<file path="config.mk">
export PLATFORM = sky130hd
export DESIGN_NAME = sscm_device_flat
export DESIGN_NICKNAME = d
export VERILOG_FILES = /design/src/inc/sscm_pkg.sv /design/src/inc/sscm_if.sv /design/src/logic/sscm_device.sv /design/src/flat_wrapper.sv
export SDC_FILE = /design/constraint.sdc
export NUM_CORES = 1
export LEC_CHECK = 0
export ABC_AREA = 1
export BUFFER_PORTS_ARGS = -buffer_cell sky130_fd_sc_hd__clkbuf_2
export CORE_ASPECT_RATIO = 1.1
export CORE_MARGIN = 3
export CORE_UTILIZATION = 40
export DETAILED_ROUTE_END_ITERATION = 7
export GPL_TIMING_DRIVEN = 1
export SYNTH_ARGS = -nofsm -noshare
export SYNTH_HDL_FRONTEND = slang
export SYNTH_SLANG_ARGS = --single-unit
</file>
<file path="constraint.sdc">
create_clock -name mclk -period 4.1 [get_ports mclk]
set_input_delay 0.82 -clock mclk [delete_from_list [all_inputs] [get_ports mclk]]
set_output_delay 0.82 -clock mclk [all_outputs]
set_load 0.02 [all_outputs]
</file>
<file path="src/inc/sscm_pkg.sv">
// Constants and types for the standby and subclock mode controller.
// Assumes a single 40 MHz system clock domain.
package sscm_pkg;
  // ****************************************************************
  // Register offsets (APB byte addresses)
  // ****************************************************************
  localparam logic [7:0] OFS_CLOCK_CONTROL = 8'h00;
  localparam logic [7:0] OFS_POWER_SAVE = 8'h04;
  localparam logic [7:0] OFS_STAB_SELECT = 8'h08;
  localparam logic [7:0] OFS_STATUS = 8'h0c;
  localparam logic [7:0] OFS_PERIPH_CFG = 8'h10;
  // ****************************************************************
  // Field positions
  // ****************************************************************
  localparam int DIVIDER_LSB = 0;
  localparam int SUBCLOCK_SELECT_POS = 3;
  localparam int MAIN_CLOCK_STOP_POS = 4;
  localparam int POWER_SAVE_MODE_POS = 0;
  localparam int STANDBY_TRIGGER_POS = 1;
  localparam int STOP_TRIGGER_POS = 2;
  // Peripheral configuration bits
  localparam int CFG_T16_SRC_WATCH = 0;
  localparam int CFG_WATCH_ON_SUB = 1;
  localparam int CFG_T8_SRC_PIN = 2;
  localparam int CFG_T8_SRC_T16 = 3;
  localparam int CFG_T16_ENABLED = 4;
  localparam int CFG_RTO_TRIG_T8 = 5;
  localparam int CFG_TH_ON_SUB = 6;
  localparam int CFG_WDT2_ON_SUB = 7;
  localparam int CFG_CSI_EXT_CLK = 8;
  localparam int CFG_UART_EXT_CLK = 9;
  localparam int NUM_CFG = 10;
  // ****************************************************************
  // Reset values and timing
  // ****************************************************************
  localparam logic [2:0] STAB_SELECT_RESET = 3'h5;
  localparam int STAB_RESET_EXP = 15;
  localparam int STAB_MIN_EXP = 10;
  localparam int STAB_CNT_W = 20;
  localparam int NUM_GATES = 8;
  localparam int GATE_T16 = 0;
  localparam int GATE_T8 = 1;
  localparam int GATE_RTO = 2;
  localparam int GATE_TH = 3;
  localparam int GATE_WDT2 = 4;
  localparam int GATE_CSI = 5;
  localparam int GATE_UART = 6;
  localparam int GATE_OTHER = 7;
  typedef enum logic [2:0] {
    SSCM_NORMAL, SSCM_SUB, SSCM_SUB_IDLE, SSCM_STOP, SSCM_STAB
  } sscm_mode_t;
endpackage

</file>
<file path="src/inc/sscm_if.sv">
// Link between the mode controller and the core-side wake logic.
// Assumes both ends share mclk.
`timescale 1ns/10ps
interface sscm_if;
  logic cpu_clk_en;
  logic periph_clk_en;
  logic sys_on_sub;
  logic main_osc_run;
  logic [7:0] gate_en;
  logic nmi_pin;
  logic wdt2_int;
  logic ext_int;
  logic periph_int;
  logic reset_req;
  logic wdt1_reset;
  logic wdt2_reset;
  modport device (
    output cpu_clk_en, output periph_clk_en, output sys_on_sub,
    output main_osc_run, output gate_en,
    input nmi_pin, input wdt2_int, input ext_int, input periph_int,
    input reset_req, input wdt1_reset, input wdt2_reset
  );
  modport host (
    input cpu_clk_en, input periph_clk_en, input sys_on_sub,
    input main_osc_run, input gate_en,
    output nmi_pin, output wdt2_int, output ext_int, output periph_int,
    output reset_req, output wdt1_reset, output wdt2_reset
  );
endinterface // sscm_if

</file>
<file path="src/logic/sscm_device.sv">
// Power mode controller: stabilization wait, subclock mode, sub-idle.
// Assumes APB software access and wake/reset sources via sscm_if.
// Functional notes
// - Interrupt stop release waits programmed stabilization time
// - Reset stop release waits two to fifteen
// - Subclock select bit moves system to subclock
// - Main clock stop bit halts main oscillator in subclock modes
// - Software keeps divided clock above four subclocks
// - Software changes select bit without touching divider
// - Clear select or reset returns normal mode
// - Software restarts oscillator and waits before clearing
// - Sixteen-bit timer needs watch source on subclock
// - Eight-bit timer needs pin or enabled timer
// - Real-time output needs pin-clocked eight-bit trigger
// - Timer h and watchdog need subclock source
// - Serial channels need external clocks
// - Clear mode select, set trigger: sub-idle
// - Sub-idle gates CPU, peripherals; oscillators keep their state
// - Software adds five no-ops after entry store
// - Listed interrupts and resets release sub-idle
// - Interrupt resumes subclock; reset restarts normal
// - Lower priority wake leaves request pending
`timescale 1ns/10ps
module sscm_device #(
  parameter int STAB_CNT_W = sscm_pkg::STAB_CNT_W
) (
  input wire logic mclk,
  input wire logic rst,
  input wire logic clk_en,
  input wire logic psel,
  input wire logic penable,
  input wire logic pwrite,
  input wire logic [7:0] paddr,
  input wire logic [31:0] pwdata,
  output logic [31:0] prdata,
  output logic pready,
  output logic pslverr,
  sscm_if.device lnk
);
  // ****************************************************************
  // Registers and state
  // ****************************************************************
  logic [2:0] clock_divider;
  logic subclock_select_bit;
  logic main_clock_stop_bit;
  logic power_save_mode_select;
  logic [2:0] stabilization_time_select;
  logic [sscm_pkg::NUM_CFG-1:0] periph_cfg;
  sscm_pkg::sscm_mode_t mode;
  sscm_pkg::sscm_mode_t next_mode;
  logic [STAB_CNT_W-1:0] stab_cnt;
  logic [STAB_CNT_W-1:0] stab_target;
  logic [STAB_CNT_W-1:0] next_target;
  logic wake_q1;
  logic wake_q2;
  logic rst_q1;
  logic rst_q2;
  logic [7:0] next_gate;
  logic wr;
  logic any_reset;
  logic wake_irq;

  assign wr = psel & penable & pwrite & pready;

  function automatic logic [STAB_CNT_W-1:0] stab_len(input logic [2:0] sel);
    stab_len = STAB_CNT_W'(1) << (sscm_pkg::STAB_MIN_EXP + int'(sel));
  endfunction

  // ****************************************************************
  // Input synchronisers for wake and reset sources
  // ****************************************************************
  always_ff @(posedge mclk or posedge rst) begin
    if (rst) begin
      wake_q1 <= 1'b0;
      wake_q2 <= 1'b0;
      rst_q1 <= 1'b0;
      rst_q2 <= 1'b0;
    end else if (clk_en) begin
      wake_q1 <= lnk.nmi_pin | lnk.ext_int | lnk.periph_int
        | (lnk.wdt2_int & lnk.sys_on_sub);
      wake_q2 <= wake_q1;
      rst_q1 <= lnk.reset_req | lnk.wdt1_reset | lnk.wdt2_reset;
      rst_q2 <= rst_q1;
    end
  end
  assign wake_irq = wake_q2;
  assign any_reset = rst_q2;

  // ****************************************************************
  // APB slave
  // ****************************************************************
  always_ff @(posedge mclk or posedge rst) begin
    if (rst) begin
      pready <= 1'b0;
      pslverr <= 1'b0;
      prdata <= 32'h0000_0000;
    end else if (clk_en) begin
      pready <= psel & ~penable;
      pslverr <= psel & ~penable & ~(paddr == sscm_pkg::OFS_CLOCK_CONTROL
        || paddr == sscm_pkg::OFS_POWER_SAVE || paddr == sscm_pkg::OFS_STAB_SELECT
        || paddr == sscm_pkg::OFS_STATUS || paddr == sscm_pkg::OFS_PERIPH_CFG);
      if (psel & ~penable & ~pwrite) begin
        case (paddr)
          sscm_pkg::OFS_CLOCK_CONTROL: prdata <= {27'h0, main_clock_stop_bit,
            subclock_select_bit, clock_divider};
          sscm_pkg::OFS_POWER_SAVE: prdata <= {31'h0, power_save_mode_select};
          sscm_pkg::OFS_STAB_SELECT: prdata <= {29'h0, stabilization_time_select};
          sscm_pkg::OFS_STATUS: prdata <= {29'h0, mode};
          sscm_pkg::OFS_PERIPH_CFG: prdata <= {22'h0, periph_cfg};
          default: prdata <= 32'h0000_0000;
        endcase
      end
    end
  end

  // ****************************************************************
  // Control registers
  // ****************************************************************
  always_ff @(posedge mclk or posedge rst) begin
    if (rst) begin
      clock_divider <= 3'h0;
      subclock_select_bit <= 1'b0;
      main_clock_stop_bit <= 1'b0;
      power_save_mode_select <= 1'b1;
      stabilization_time_select <= sscm_pkg::STAB_SELECT_RESET;
      periph_cfg <= '0;
    end else if (clk_en) begin
      if (any_reset) begin
        subclock_select_bit <= 1'b0;
        main_clock_stop_bit <= 1'b0;
        stabilization_time_select <= sscm_pkg::STAB_SELECT_RESET;
      end else if (wr) begin
        case (paddr)
          sscm_pkg::OFS_CLOCK_CONTROL: begin
            clock_divider <= pwdata[sscm_pkg::DIVIDER_LSB +: 3];
            subclock_select_bit <= pwdata[sscm_pkg::SUBCLOCK_SELECT_POS];
            main_clock_stop_bit <= pwdata[sscm_pkg::MAIN_CLOCK_STOP_POS];
          end
          sscm_pkg::OFS_POWER_SAVE:
            power_save_mode_select <= pwdata[sscm_pkg::POWER_SAVE_MODE_POS];
          sscm_pkg::OFS_STAB_SELECT: stabilization_time_select <= pwdata[2:0];
          sscm_pkg::OFS_PERIPH_CFG: periph_cfg <= pwdata[sscm_pkg::NUM_CFG-1:0];
          default: ;
        endcase
      end
    end
  end

  // ****************************************************************
  // Mode sequencer
  // ****************************************************************
  always_comb begin
    next_mode = mode;
    next_target = stab_target;
    case (mode)
      sscm_pkg::SSCM_NORMAL: begin
        if (wr && paddr == sscm_pkg::OFS_CLOCK_CONTROL
            && pwdata[sscm_pkg::SUBCLOCK_SELECT_POS])
          next_mode = sscm_pkg::SSCM_SUB;
        else if (wr && paddr == sscm_pkg::OFS_POWER_SAVE
            && pwdata[sscm_pkg::STOP_TRIGGER_POS])
          next_mode = sscm_pkg::SSCM_STOP;
      end
      sscm_pkg::SSCM_SUB: begin
        if (wr && paddr == sscm_pkg::OFS_CLOCK_CONTROL
            && !pwdata[sscm_pkg::SUBCLOCK_SELECT_POS])
          next_mode = sscm_pkg::SSCM_NORMAL;
        else if (wr && paddr == sscm_pkg::OFS_POWER_SAVE
            && !pwdata[sscm_pkg::POWER_SAVE_MODE_POS]
            && pwdata[sscm_pkg::STANDBY_TRIGGER_POS])
          next_mode = sscm_pkg::SSCM_SUB_IDLE;
      end
      sscm_pkg::SSCM_SUB_IDLE: begin
        if (wake_irq)
          next_mode = sscm_pkg::SSCM_SUB;
      end
      sscm_pkg::SSCM_STOP: begin
        if (wake_irq) begin
          next_mode = sscm_pkg::SSCM_STAB;
          next_target = stab_len(stabilization_time_select);
        end
      end
      sscm_pkg::SSCM_STAB: begin
        if (stab_cnt >= stab_target - STAB_CNT_W'(1))
          next_mode = sscm_pkg::SSCM_NORMAL;
      end
      default: next_mode = sscm_pkg::SSCM_NORMAL;
    endcase
    if (any_reset) begin
      if (mode == sscm_pkg::SSCM_STOP) begin
        next_mode = sscm_pkg::SSCM_STAB;
        next_target = STAB_CNT_W'(1) << sscm_pkg::STAB_RESET_EXP;
      end else if (mode != sscm_pkg::SSCM_STAB) begin
        next_mode = sscm_pkg::SSCM_NORMAL;
      end
    end
  end

  always_ff @(posedge mclk or posedge rst) begin
    if (rst) begin
      mode <= sscm_pkg::SSCM_NORMAL;
      stab_target <= '0;
    end else if (clk_en) begin
      mode <= next_mode;
      stab_target <= next_target;
    end
  end

  // Counts main oscillator cycles from the release event
  always_ff @(posedge mclk or posedge rst) begin
    if (rst) begin
      stab_cnt <= '0;
    end else if (clk_en) begin
      if (mode == sscm_pkg::SSCM_STAB)
        stab_cnt <= stab_cnt + STAB_CNT_W'(1);
      else
        stab_cnt <= '0;
    end
  end

  // ****************************************************************
  // Clock gating outputs
  // ****************************************************************
  always_comb begin
    next_gate = '1;
    if (mode == sscm_pkg::SSCM_SUB && main_clock_stop_bit) begin
      next_gate[sscm_pkg::GATE_T16] = periph_cfg[sscm_pkg::CFG_T16_SRC_WATCH]
        & periph_cfg[sscm_pkg::CFG_WATCH_ON_SUB];
      next_gate[sscm_pkg::GATE_T8] = periph_cfg[sscm_pkg::CFG_T8_SRC_PIN]
        | (periph_cfg[sscm_pkg::CFG_T8_SRC_T16]
        & periph_cfg[sscm_pkg::CFG_T16_ENABLED]);
      next_gate[sscm_pkg::GATE_RTO] = periph_cfg[sscm_pkg::CFG_RTO_TRIG_T8]
        & periph_cfg[sscm_pkg::CFG_T8_SRC_PIN];
      next_gate[sscm_pkg::GATE_TH] = periph_cfg[sscm_pkg::CFG_TH_ON_SUB];
      next_gate[sscm_pkg::GATE_WDT2] = periph_cfg[sscm_pkg::CFG_WDT2_ON_SUB];
      next_gate[sscm_pkg::GATE_CSI] = periph_cfg[sscm_pkg::CFG_CSI_EXT_CLK];
      next_gate[sscm_pkg::GATE_UART] = periph_cfg[sscm_pkg::CFG_UART_EXT_CLK];
      next_gate[sscm_pkg::GATE_OTHER] = 1'b0;
    end else if (mode == sscm_pkg::SSCM_SUB_IDLE) begin
      next_gate = '0;
      next_gate[sscm_pkg::GATE_TH] = periph_cfg[sscm_pkg::CFG_TH_ON_SUB];
      next_gate[sscm_pkg::GATE_WDT2] = periph_cfg[sscm_pkg::CFG_WDT2_ON_SUB];
      next_gate[sscm_pkg::GATE_CSI] = periph_cfg[sscm_pkg::CFG_CSI_EXT_CLK];
      next_gate[sscm_pkg::GATE_UART] = periph_cfg[sscm_pkg::CFG_UART_EXT_CLK];
      next_gate[sscm_pkg::GATE_T8] = periph_cfg[sscm_pkg::CFG_T8_SRC_PIN];
    end else if (mode == sscm_pkg::SSCM_STOP || mode == sscm_pkg::SSCM_STAB) begin
      next_gate = '0;
    end
  end

  always_ff @(posedge mclk or posedge rst) begin
    if (rst) begin
      lnk.cpu_clk_en <= 1'b1;
      lnk.periph_clk_en <= 1'b1;
      lnk.sys_on_sub <= 1'b0;
      lnk.main_osc_run <= 1'b1;
      lnk.gate_en <= '1;
    end else if (clk_en) begin
      lnk.cpu_clk_en <= next_mode == sscm_pkg::SSCM_NORMAL
        || next_mode == sscm_pkg::SSCM_SUB;
      lnk.periph_clk_en <= next_mode == sscm_pkg::SSCM_NORMAL
        || next_mode == sscm_pkg::SSCM_SUB;
      lnk.sys_on_sub <= next_mode == sscm_pkg::SSCM_SUB
        || next_mode == sscm_pkg::SSCM_SUB_IDLE;
      lnk.main_osc_run <= !(main_clock_stop_bit && (next_mode == sscm_pkg::SSCM_SUB
        || next_mode == sscm_pkg::SSCM_SUB_IDLE))
        && next_mode != sscm_pkg::SSCM_STOP;
      lnk.gate_en <= next_gate;
    end
  end
endmodule // sscm_device

</file>
<file path="src/flat_wrapper.sv">
// flat-port wrapper written by rule: the top's interface ports become plain ports
module sscm_device_flat 
#(
  parameter int STAB_CNT_W = sscm_pkg::STAB_CNT_W
)
  (mclk, rst, clk_en, psel, penable, pwrite, paddr, pwdata, prdata, pready, pslverr, lnk_cpu_clk_en, lnk_periph_clk_en, lnk_sys_on_sub, lnk_main_osc_run, lnk_gate_en, lnk_nmi_pin, lnk_wdt2_int, lnk_ext_int, lnk_periph_int, lnk_reset_req, lnk_wdt1_reset, lnk_wdt2_reset);
  sscm_if lnk_i ();
  input wire logic mclk;
  input wire logic rst;
  input wire logic clk_en;
  input wire logic psel;
  input wire logic penable;
  input wire logic pwrite;
  input wire logic [7:0] paddr;
  input wire logic [31:0] pwdata;
  output logic [31:0] prdata;
  output logic pready;
  output logic pslverr;
  output wire logic [$bits(lnk_i.cpu_clk_en)-1:0] lnk_cpu_clk_en;
  output wire logic [$bits(lnk_i.periph_clk_en)-1:0] lnk_periph_clk_en;
  output wire logic [$bits(lnk_i.sys_on_sub)-1:0] lnk_sys_on_sub;
  output wire logic [$bits(lnk_i.main_osc_run)-1:0] lnk_main_osc_run;
  output wire logic [$bits(lnk_i.gate_en)-1:0] lnk_gate_en;
  input wire logic [$bits(lnk_i.nmi_pin)-1:0] lnk_nmi_pin;
  input wire logic [$bits(lnk_i.wdt2_int)-1:0] lnk_wdt2_int;
  input wire logic [$bits(lnk_i.ext_int)-1:0] lnk_ext_int;
  input wire logic [$bits(lnk_i.periph_int)-1:0] lnk_periph_int;
  input wire logic [$bits(lnk_i.reset_req)-1:0] lnk_reset_req;
  input wire logic [$bits(lnk_i.wdt1_reset)-1:0] lnk_wdt1_reset;
  input wire logic [$bits(lnk_i.wdt2_reset)-1:0] lnk_wdt2_reset;
  assign lnk_cpu_clk_en = lnk_i.cpu_clk_en;
  assign lnk_periph_clk_en = lnk_i.periph_clk_en;
  assign lnk_sys_on_sub = lnk_i.sys_on_sub;
  assign lnk_main_osc_run = lnk_i.main_osc_run;
  assign lnk_gate_en = lnk_i.gate_en;
  assign lnk_i.nmi_pin = lnk_nmi_pin;
  assign lnk_i.wdt2_int = lnk_wdt2_int;
  assign lnk_i.ext_int = lnk_ext_int;
  assign lnk_i.periph_int = lnk_periph_int;
  assign lnk_i.reset_req = lnk_reset_req;
  assign lnk_i.wdt1_reset = lnk_wdt1_reset;
  assign lnk_i.wdt2_reset = lnk_wdt2_reset;
  sscm_device #(.STAB_CNT_W(STAB_CNT_W)) u_core (.mclk(mclk), .rst(rst), .clk_en(clk_en), .psel(psel), .penable(penable), .pwrite(pwrite), .paddr(paddr), .pwdata(pwdata), .prdata(prdata), .pready(pready), .pslverr(pslverr), .lnk(lnk_i));
endmodule
</file>
After elaboration in Yosys (flattened, before gate mapping)

Cells that the tools add are included.

Flip-flop bits (word level): 111
Bits of input ports: 53
Output and inout port bits: 46
Word-level logic and storage cells: 118

Add/sub/neg operators: 3
$lt $le $gt $ge: 1
Equality and inequality tests: 12
Shift-type cells: 1
Multiplexer cells: 29
Bitwise operators: 20
Reductions and logical operators: 32

Operators with widths:

| cell                                                 | count |
|---|---|
| 2-to-1 mux 20 bit                                    | 5 |
| case mux 10 bit (5 select lines)                     | 1 |
| 2-to-1 mux 3 bit                                     | 13 |
| << shifter 1 x 32 -> 20 bit (first input constant)   | 1 |
| 2-to-1 mux 8 bit                                     | 3 |
| adder 20 x 1 -> 20 bit (second input constant)       | 1 |
| greater-or-equal comparator 20 bit                   | 1 |
| subtractor 20 x 1 -> 20 bit (second input constant)  | 1 |
| equality test 8 x 4 -> 1 bit (second input constant) | 2 |
| case mux 3 bit (5 select lines)                      | 1 |
| AND reduction 4 bit                                  | 3 |
| bitwise AND 1 bit                                    | 10 |
| logical AND 1 bit                                    | 10 |
| equality test 3 x 2 -> 1 bit (second input constant) | 3 |
| equality test 8 x 3 -> 1 bit (second input constant) | 1 |
| equality test 8 x 5 -> 1 bit (second input constant) | 1 |
| zero test 8 bit                                      | 1 |
| logical OR 1 bit                                     | 7 |
| equality test 3 x 1 -> 1 bit (second input constant) | 2 |
| zero test 3 bit                                      | 2 |
| 2-to-1 mux 1 bit                                     | 6 |
| bitwise OR 1 bit                                     | 6 |
| AND reduction 3 bit                                  | 2 |
| nonzero test 2 bit                                   | 3 |
| 7 further kinds                                      | 12 |

Longest topological paths before layout

Depth in word-level cells: 17
Depth in mapped cells: 21
Mapped depth without buffers: 21

Least setup slack after synthesis

No wires, ideal clock.

Path kind: register to register
From: register with a tool-made name
To: register u_core.lnk.periph_clk_en
Library setup time: 0.076 ns
Data arrival time: 2.402 ns
Required time: 4.024 ns
Slack: 1.622 ns
Cell stages (with the launch flop): 20
Buffers on the path: 0
Clock period less this slack: 2.478 ns
Path through: dfrtp_1 inv_1 nand2_2 nor3_4 nand3_2 or2_4 nor3_4 nand2_1 xor2_1 ha_1 nand2_1 inv_1 o21ai_0 nand3_1 nor2_1 nand2_1 nand2_1 nand2_1 nand3_1 nand2_1

RTL lines:

| element              | line               | source |
|---|---|---|
| to (signal assigned) | sscm_device.sv:261 | `lnk.periph_clk_en <= next_mode == sscm_pkg::SSCM_NORMAL` |
| to (decl)            | sscm_if.sv:18      | `output cpu_clk_en, output periph_clk_en, output sys_on_sub,` |

==> results.txt <==
----------------------------------------------------
[Synth]
  Number of flops mapped to enable cells by yosys ... 0
  Share of synthesized area occupied by flip-flops and latches ... 42.3%
  Share of synthesized flip-flops with an asynchronous set or reset ... 100%
  Count of mapped cells out of synthesis ... 662
  Yosys warning count ... 0
  Count of cell types in the netlist ... 44
  Flip-flop and latch count after synthesis ... 89
  Mean instance size in the synthesized netlist ... about 8 um2
  Most frequently used flop master after synthesis ... dfrtp_1
  Total standard cell area after synthesis ... 0.00530 mm2

[Die]
  Floorplan die area ... 0.0147 mm2
  Starting utilization of the core area ... 41.4%
  DIE WIDTH ... 116 um
  Number of I/O pins ... 99
  Core Area ... roughly 0.013 mm2
  Overall die height ... 127 um
  Standard-cell row count ... 43

[Cells and area]
  Number of non-filler instances in the completed layout ... about 880
  Ratio of cells with drive above 1 in the final layout ... 17.3%
  Area Growth Syn to Fin ... 12.3%
  ANT cells ... 0
  Net count reported at finish ... 792

[STA]
  Worst-Margin Slew ... 0.724 ns
  Worst slew margin relative to its limit ... 51.6%
  Number of max-slew violations in the final report ... 0
  Final Setup Violations ... 0
  Count of final hold-check violations ... 0
  Fin Clk Skew ... between 0.005 and 0.006 ns
  Sum Neg Setup Slack ... 0 ns
  RSZ-0062 raised after global routing ... false
  Fmax ... 356 MHz
  Final critical delay including setup and external delays ... 2.81 ns
  Worst-case hold slack ... 0.371 ns
  Part of the cycle the worst path needs ... about 68%

[Setup path]
  Data arrival at the endpoint of the critical path ... 3.09 ns
  Slack of the worst reg-to-reg path ... ~1.3 ns
  Setup crit end kind ... register
  Capturing point of the worst reg2reg path ... u_core.lnk.periph_clk_en
  Sort of element at the start of the critical path ... register
  Critical path required time ... 4.38 ns
  End point of the critical path ... u_core.lnk.periph_clk_en
  Worst Reg-to-Reg Cells ... 19
  Critical path class ... register to register
  Maximum fanout encountered on the critical timing path ... 3

[Flow run]
  Number of maximum-capacitance constraint violations ... 0

[GRT]
  Layer with the highest usage after global routing ... met2
  Maximum number of pins on one net before global-route repair ... 45
  Antenna violations before repair ... 0
  Global router's overall resource usage ... between 15 and 20%
  Global Route met1 Usage ... 21.4%
  Global Route met3 Usage ... 2.77%
  Global routing usage on met2 ... 28.9%
  Number of global-route vias before repair ... 4409
  First-pass GRT wire length ... 20300 um
  Congestion Overflow GR ... 0

[Clock tree]
  Root buffer cell ... clkbuf_16
  # clock sinks ... 89
  Post-CTS Setup Repair Bufs ... 0
  Clock tree from TritonCTS ... built
  Clock H-tree levels ... 3
  Number of instances resized during post-cts repair ... 0
  Clock latency of the later-clocked register in the worst-skew pair ... 0.35 ns
  Clock transition at the register clock pins on the worst setup and hold paths after CTS ... ~0.070 ns
  Number of buffers on the longest clock path ... 2
  Clock buffer count from CTS ... 9
  # hold bufs at CTS ... 0

[Min path]
  Min-delay worst type ... primary input to asynchronous set/reset pin

[Route]
  Post-Route WL ... 11800 um
  Wire length per cell ... 13.5 um
  Number of remaining DRC errors ... 0
  Number of nets with antenna violations after routing ... 0
  TritonRoute pass-1 iters ... 4
  Post-detailed-route via-to-cell ratio ... 5.05
  Vias post-DR ... between 4000 and 5000
  Initial detailed-routing violation count ... 280

[Power]
  Leak ... between 2 and 3 nW
  Worst-case vdd ir drop ... 0.209 mV
  Power Density ... 473 mW/mm2

[Run status]
  Run status ... finished clean

[Placed design]
  Number of cells after detailed placement ... about 860
  Gpl congestion ... 0.855
  Number of port buffers ... 54
  Detailed placer's ending HPWL ... roughly 9000 um

----------------------------------------------------
## critical path, stage by stage (launching register included)
cell	delay, ns
dfrtp_1	0.42
inv_1	0.10
nand2_2	0.07
nor3_4	0.20
nand3_2	0.10
or2_4	0.27
nor3_4	0.19
nand2_1	0.09
xor2_1	0.16
ha_1	0.30
nand2_1	0.07
inv_1	0.04
o21ai_0	0.15
nand3_1	0.09
nor2_1	0.11
nand2_1	0.10
nand2_1	0.07
nand2_1	0.05
nand3_1	0.08
nand2_1	0.06
## cell families after synthesis
group                      after synthesis  share of synthesized area (%)
other                                    1                         0.0708
and+or+nand+nor                        291                           26.7
DFF                                     89                           42.3
adders and majority gates               23                           5.43
buffers and inverters                  127                           10.7
AOI/OAI and AO/OA                      114                           11.9
xor gates and xnor gates                17                           2.81
## cell type report
type	count	area (um2)
well taps	157	196
repair buffers	57	293
inverters	92	347
multi-input cells	467	2570
clock buffers	10	239
fillers	1250	6850
clock inverters	6	67.6
flip-flops and latches	89	2240
## layout by cell type (no fill, tap or decap), types with 9 or more instances in the layout
cell | synthesis | final
dfstp_2 | 13 | 13
nand4_1 | 15 | 15
dfrtp_1 | 76 | 76
clkbuf_2 | 0 | 54
xor2_1 | 12 | 12
nand3_1 | 36 | 36
nand2_1 | 124 | 124
inv_1 | 83 | 82
clkbuf_16 | 0 | 9
a31oi_1 | 11 | 11
conb_1 | 1 | 22
nor3_1 | 19 | 19
nor2_1 | 59 | 59
o21ai_0 | 49 | 49
a21oi_1 | 31 | 31
ha_1 | 23 | 23
## synth_stat cells, drive strengths merged (2+ instances only)
cell / count / area (um2)
o21ai: 56 / 280
a31oi: 11 / 68.8
xnor2: 5 / 43.8
buf: 26 / 190
nor2: 68 / 288
clkinv: 2 / 7.51
nand2: 127 / 484
nand3: 42 / 255
clkbuf: 9 / 33.8
dfstp: 13 / 342
nand3b: 2 / 15.0
inv: 90 / 338
o211ai: 5 / 37.5
nor3b: 4 / 35.0
ha: 23 / 288
xor2: 12 / 105
nor3: 25 / 174
a211oi: 4 / 30.0
dfrtp: 76 / 1900
nand4: 15 / 93.8
or2: 2 / 15.0
a21oi: 32 / 164
nor4: 6 / 56.3
## flip-flops by register name, summed over array words and instances (netlist names), named ones only
name / flops
u_core.pslverr: 1
u_core.periph_cfg: 10
u_core.pready: 1
u_core.mode: 3
u_core.clock_divider: 3
u_core.wake_q1: 1
u_core.prdata: 10
u_core.rst_q1: 1
u_core.stabilization_time_select: 3
u_core.subclock_select_bit: 1
u_core.lnk.periph_clk_en: 1
u_core.any_reset: 1
u_core.wake_irq: 1
u_core.main_clock_stop_bit: 1
u_core.lnk.main_osc_run: 1
u_core.power_save_mode_select: 1
u_core.stab_cnt: 20
u_core.lnk.gate_en: 8
u_core.stab_target: 12
u_core.lnk.sys_on_sub: 1
## metal layers
layer	vias to the layer above	wire (um)
li1	2251	-
met2	84	5980
met1	2081	5170
met3	21	385
met5	-	0
met4	0	288
## where the power goes
part | internal (W) | leakage, nW | switching (W)
clock | 0.000490 | 0.145 | 0.000364
combinational | 0.000305 | 1.64 | 0.000516
sequential | 0.00102 | 1.13 | 0.000123
total | 0.00181 | 2.91 | 0.00100
## metrics by stage
stage / worst slack (ns) / util [%] / total power [W] / instance area [um2]
after floorplan: 0.995 / - / 0.00178 / 5380
after global placement: 1.31 / 44.1 / 0.00195 / 5650
after detailed placement: 1.27 / 44.1 / 0.00199 / 5650
after CTS: 1.30 / 46.5 / 0.00285 / 5950
after global routing: 0.952 / 46.5 / 0.00301 / 5950
final: 1.29 / 46.5 / 0.00281 / 5950
## how the worst min path moves through the flow
stage | end | slack [ns] | from | cells past startpoint
CTS | u_core.pslverr | 0.37 | rst | 2
global route | u_core.periph_cfg[7] | 0.40 | rst | 2
floorplan | u_core.any_reset | 0.45 | u_core.rst_q1 | 2
finish | u_core.pslverr | 0.37 | rst | 2
global placement | u_core.lnk.gate_en[7] | 0.46 | u_core.lnk.gate_en[7] | 2
detailed placement | u_core.lnk.gate_en[7] | 0.46 | u_core.lnk.gate_en[7] | 2
No activity file was read; power rests on OpenSTA's default activity.
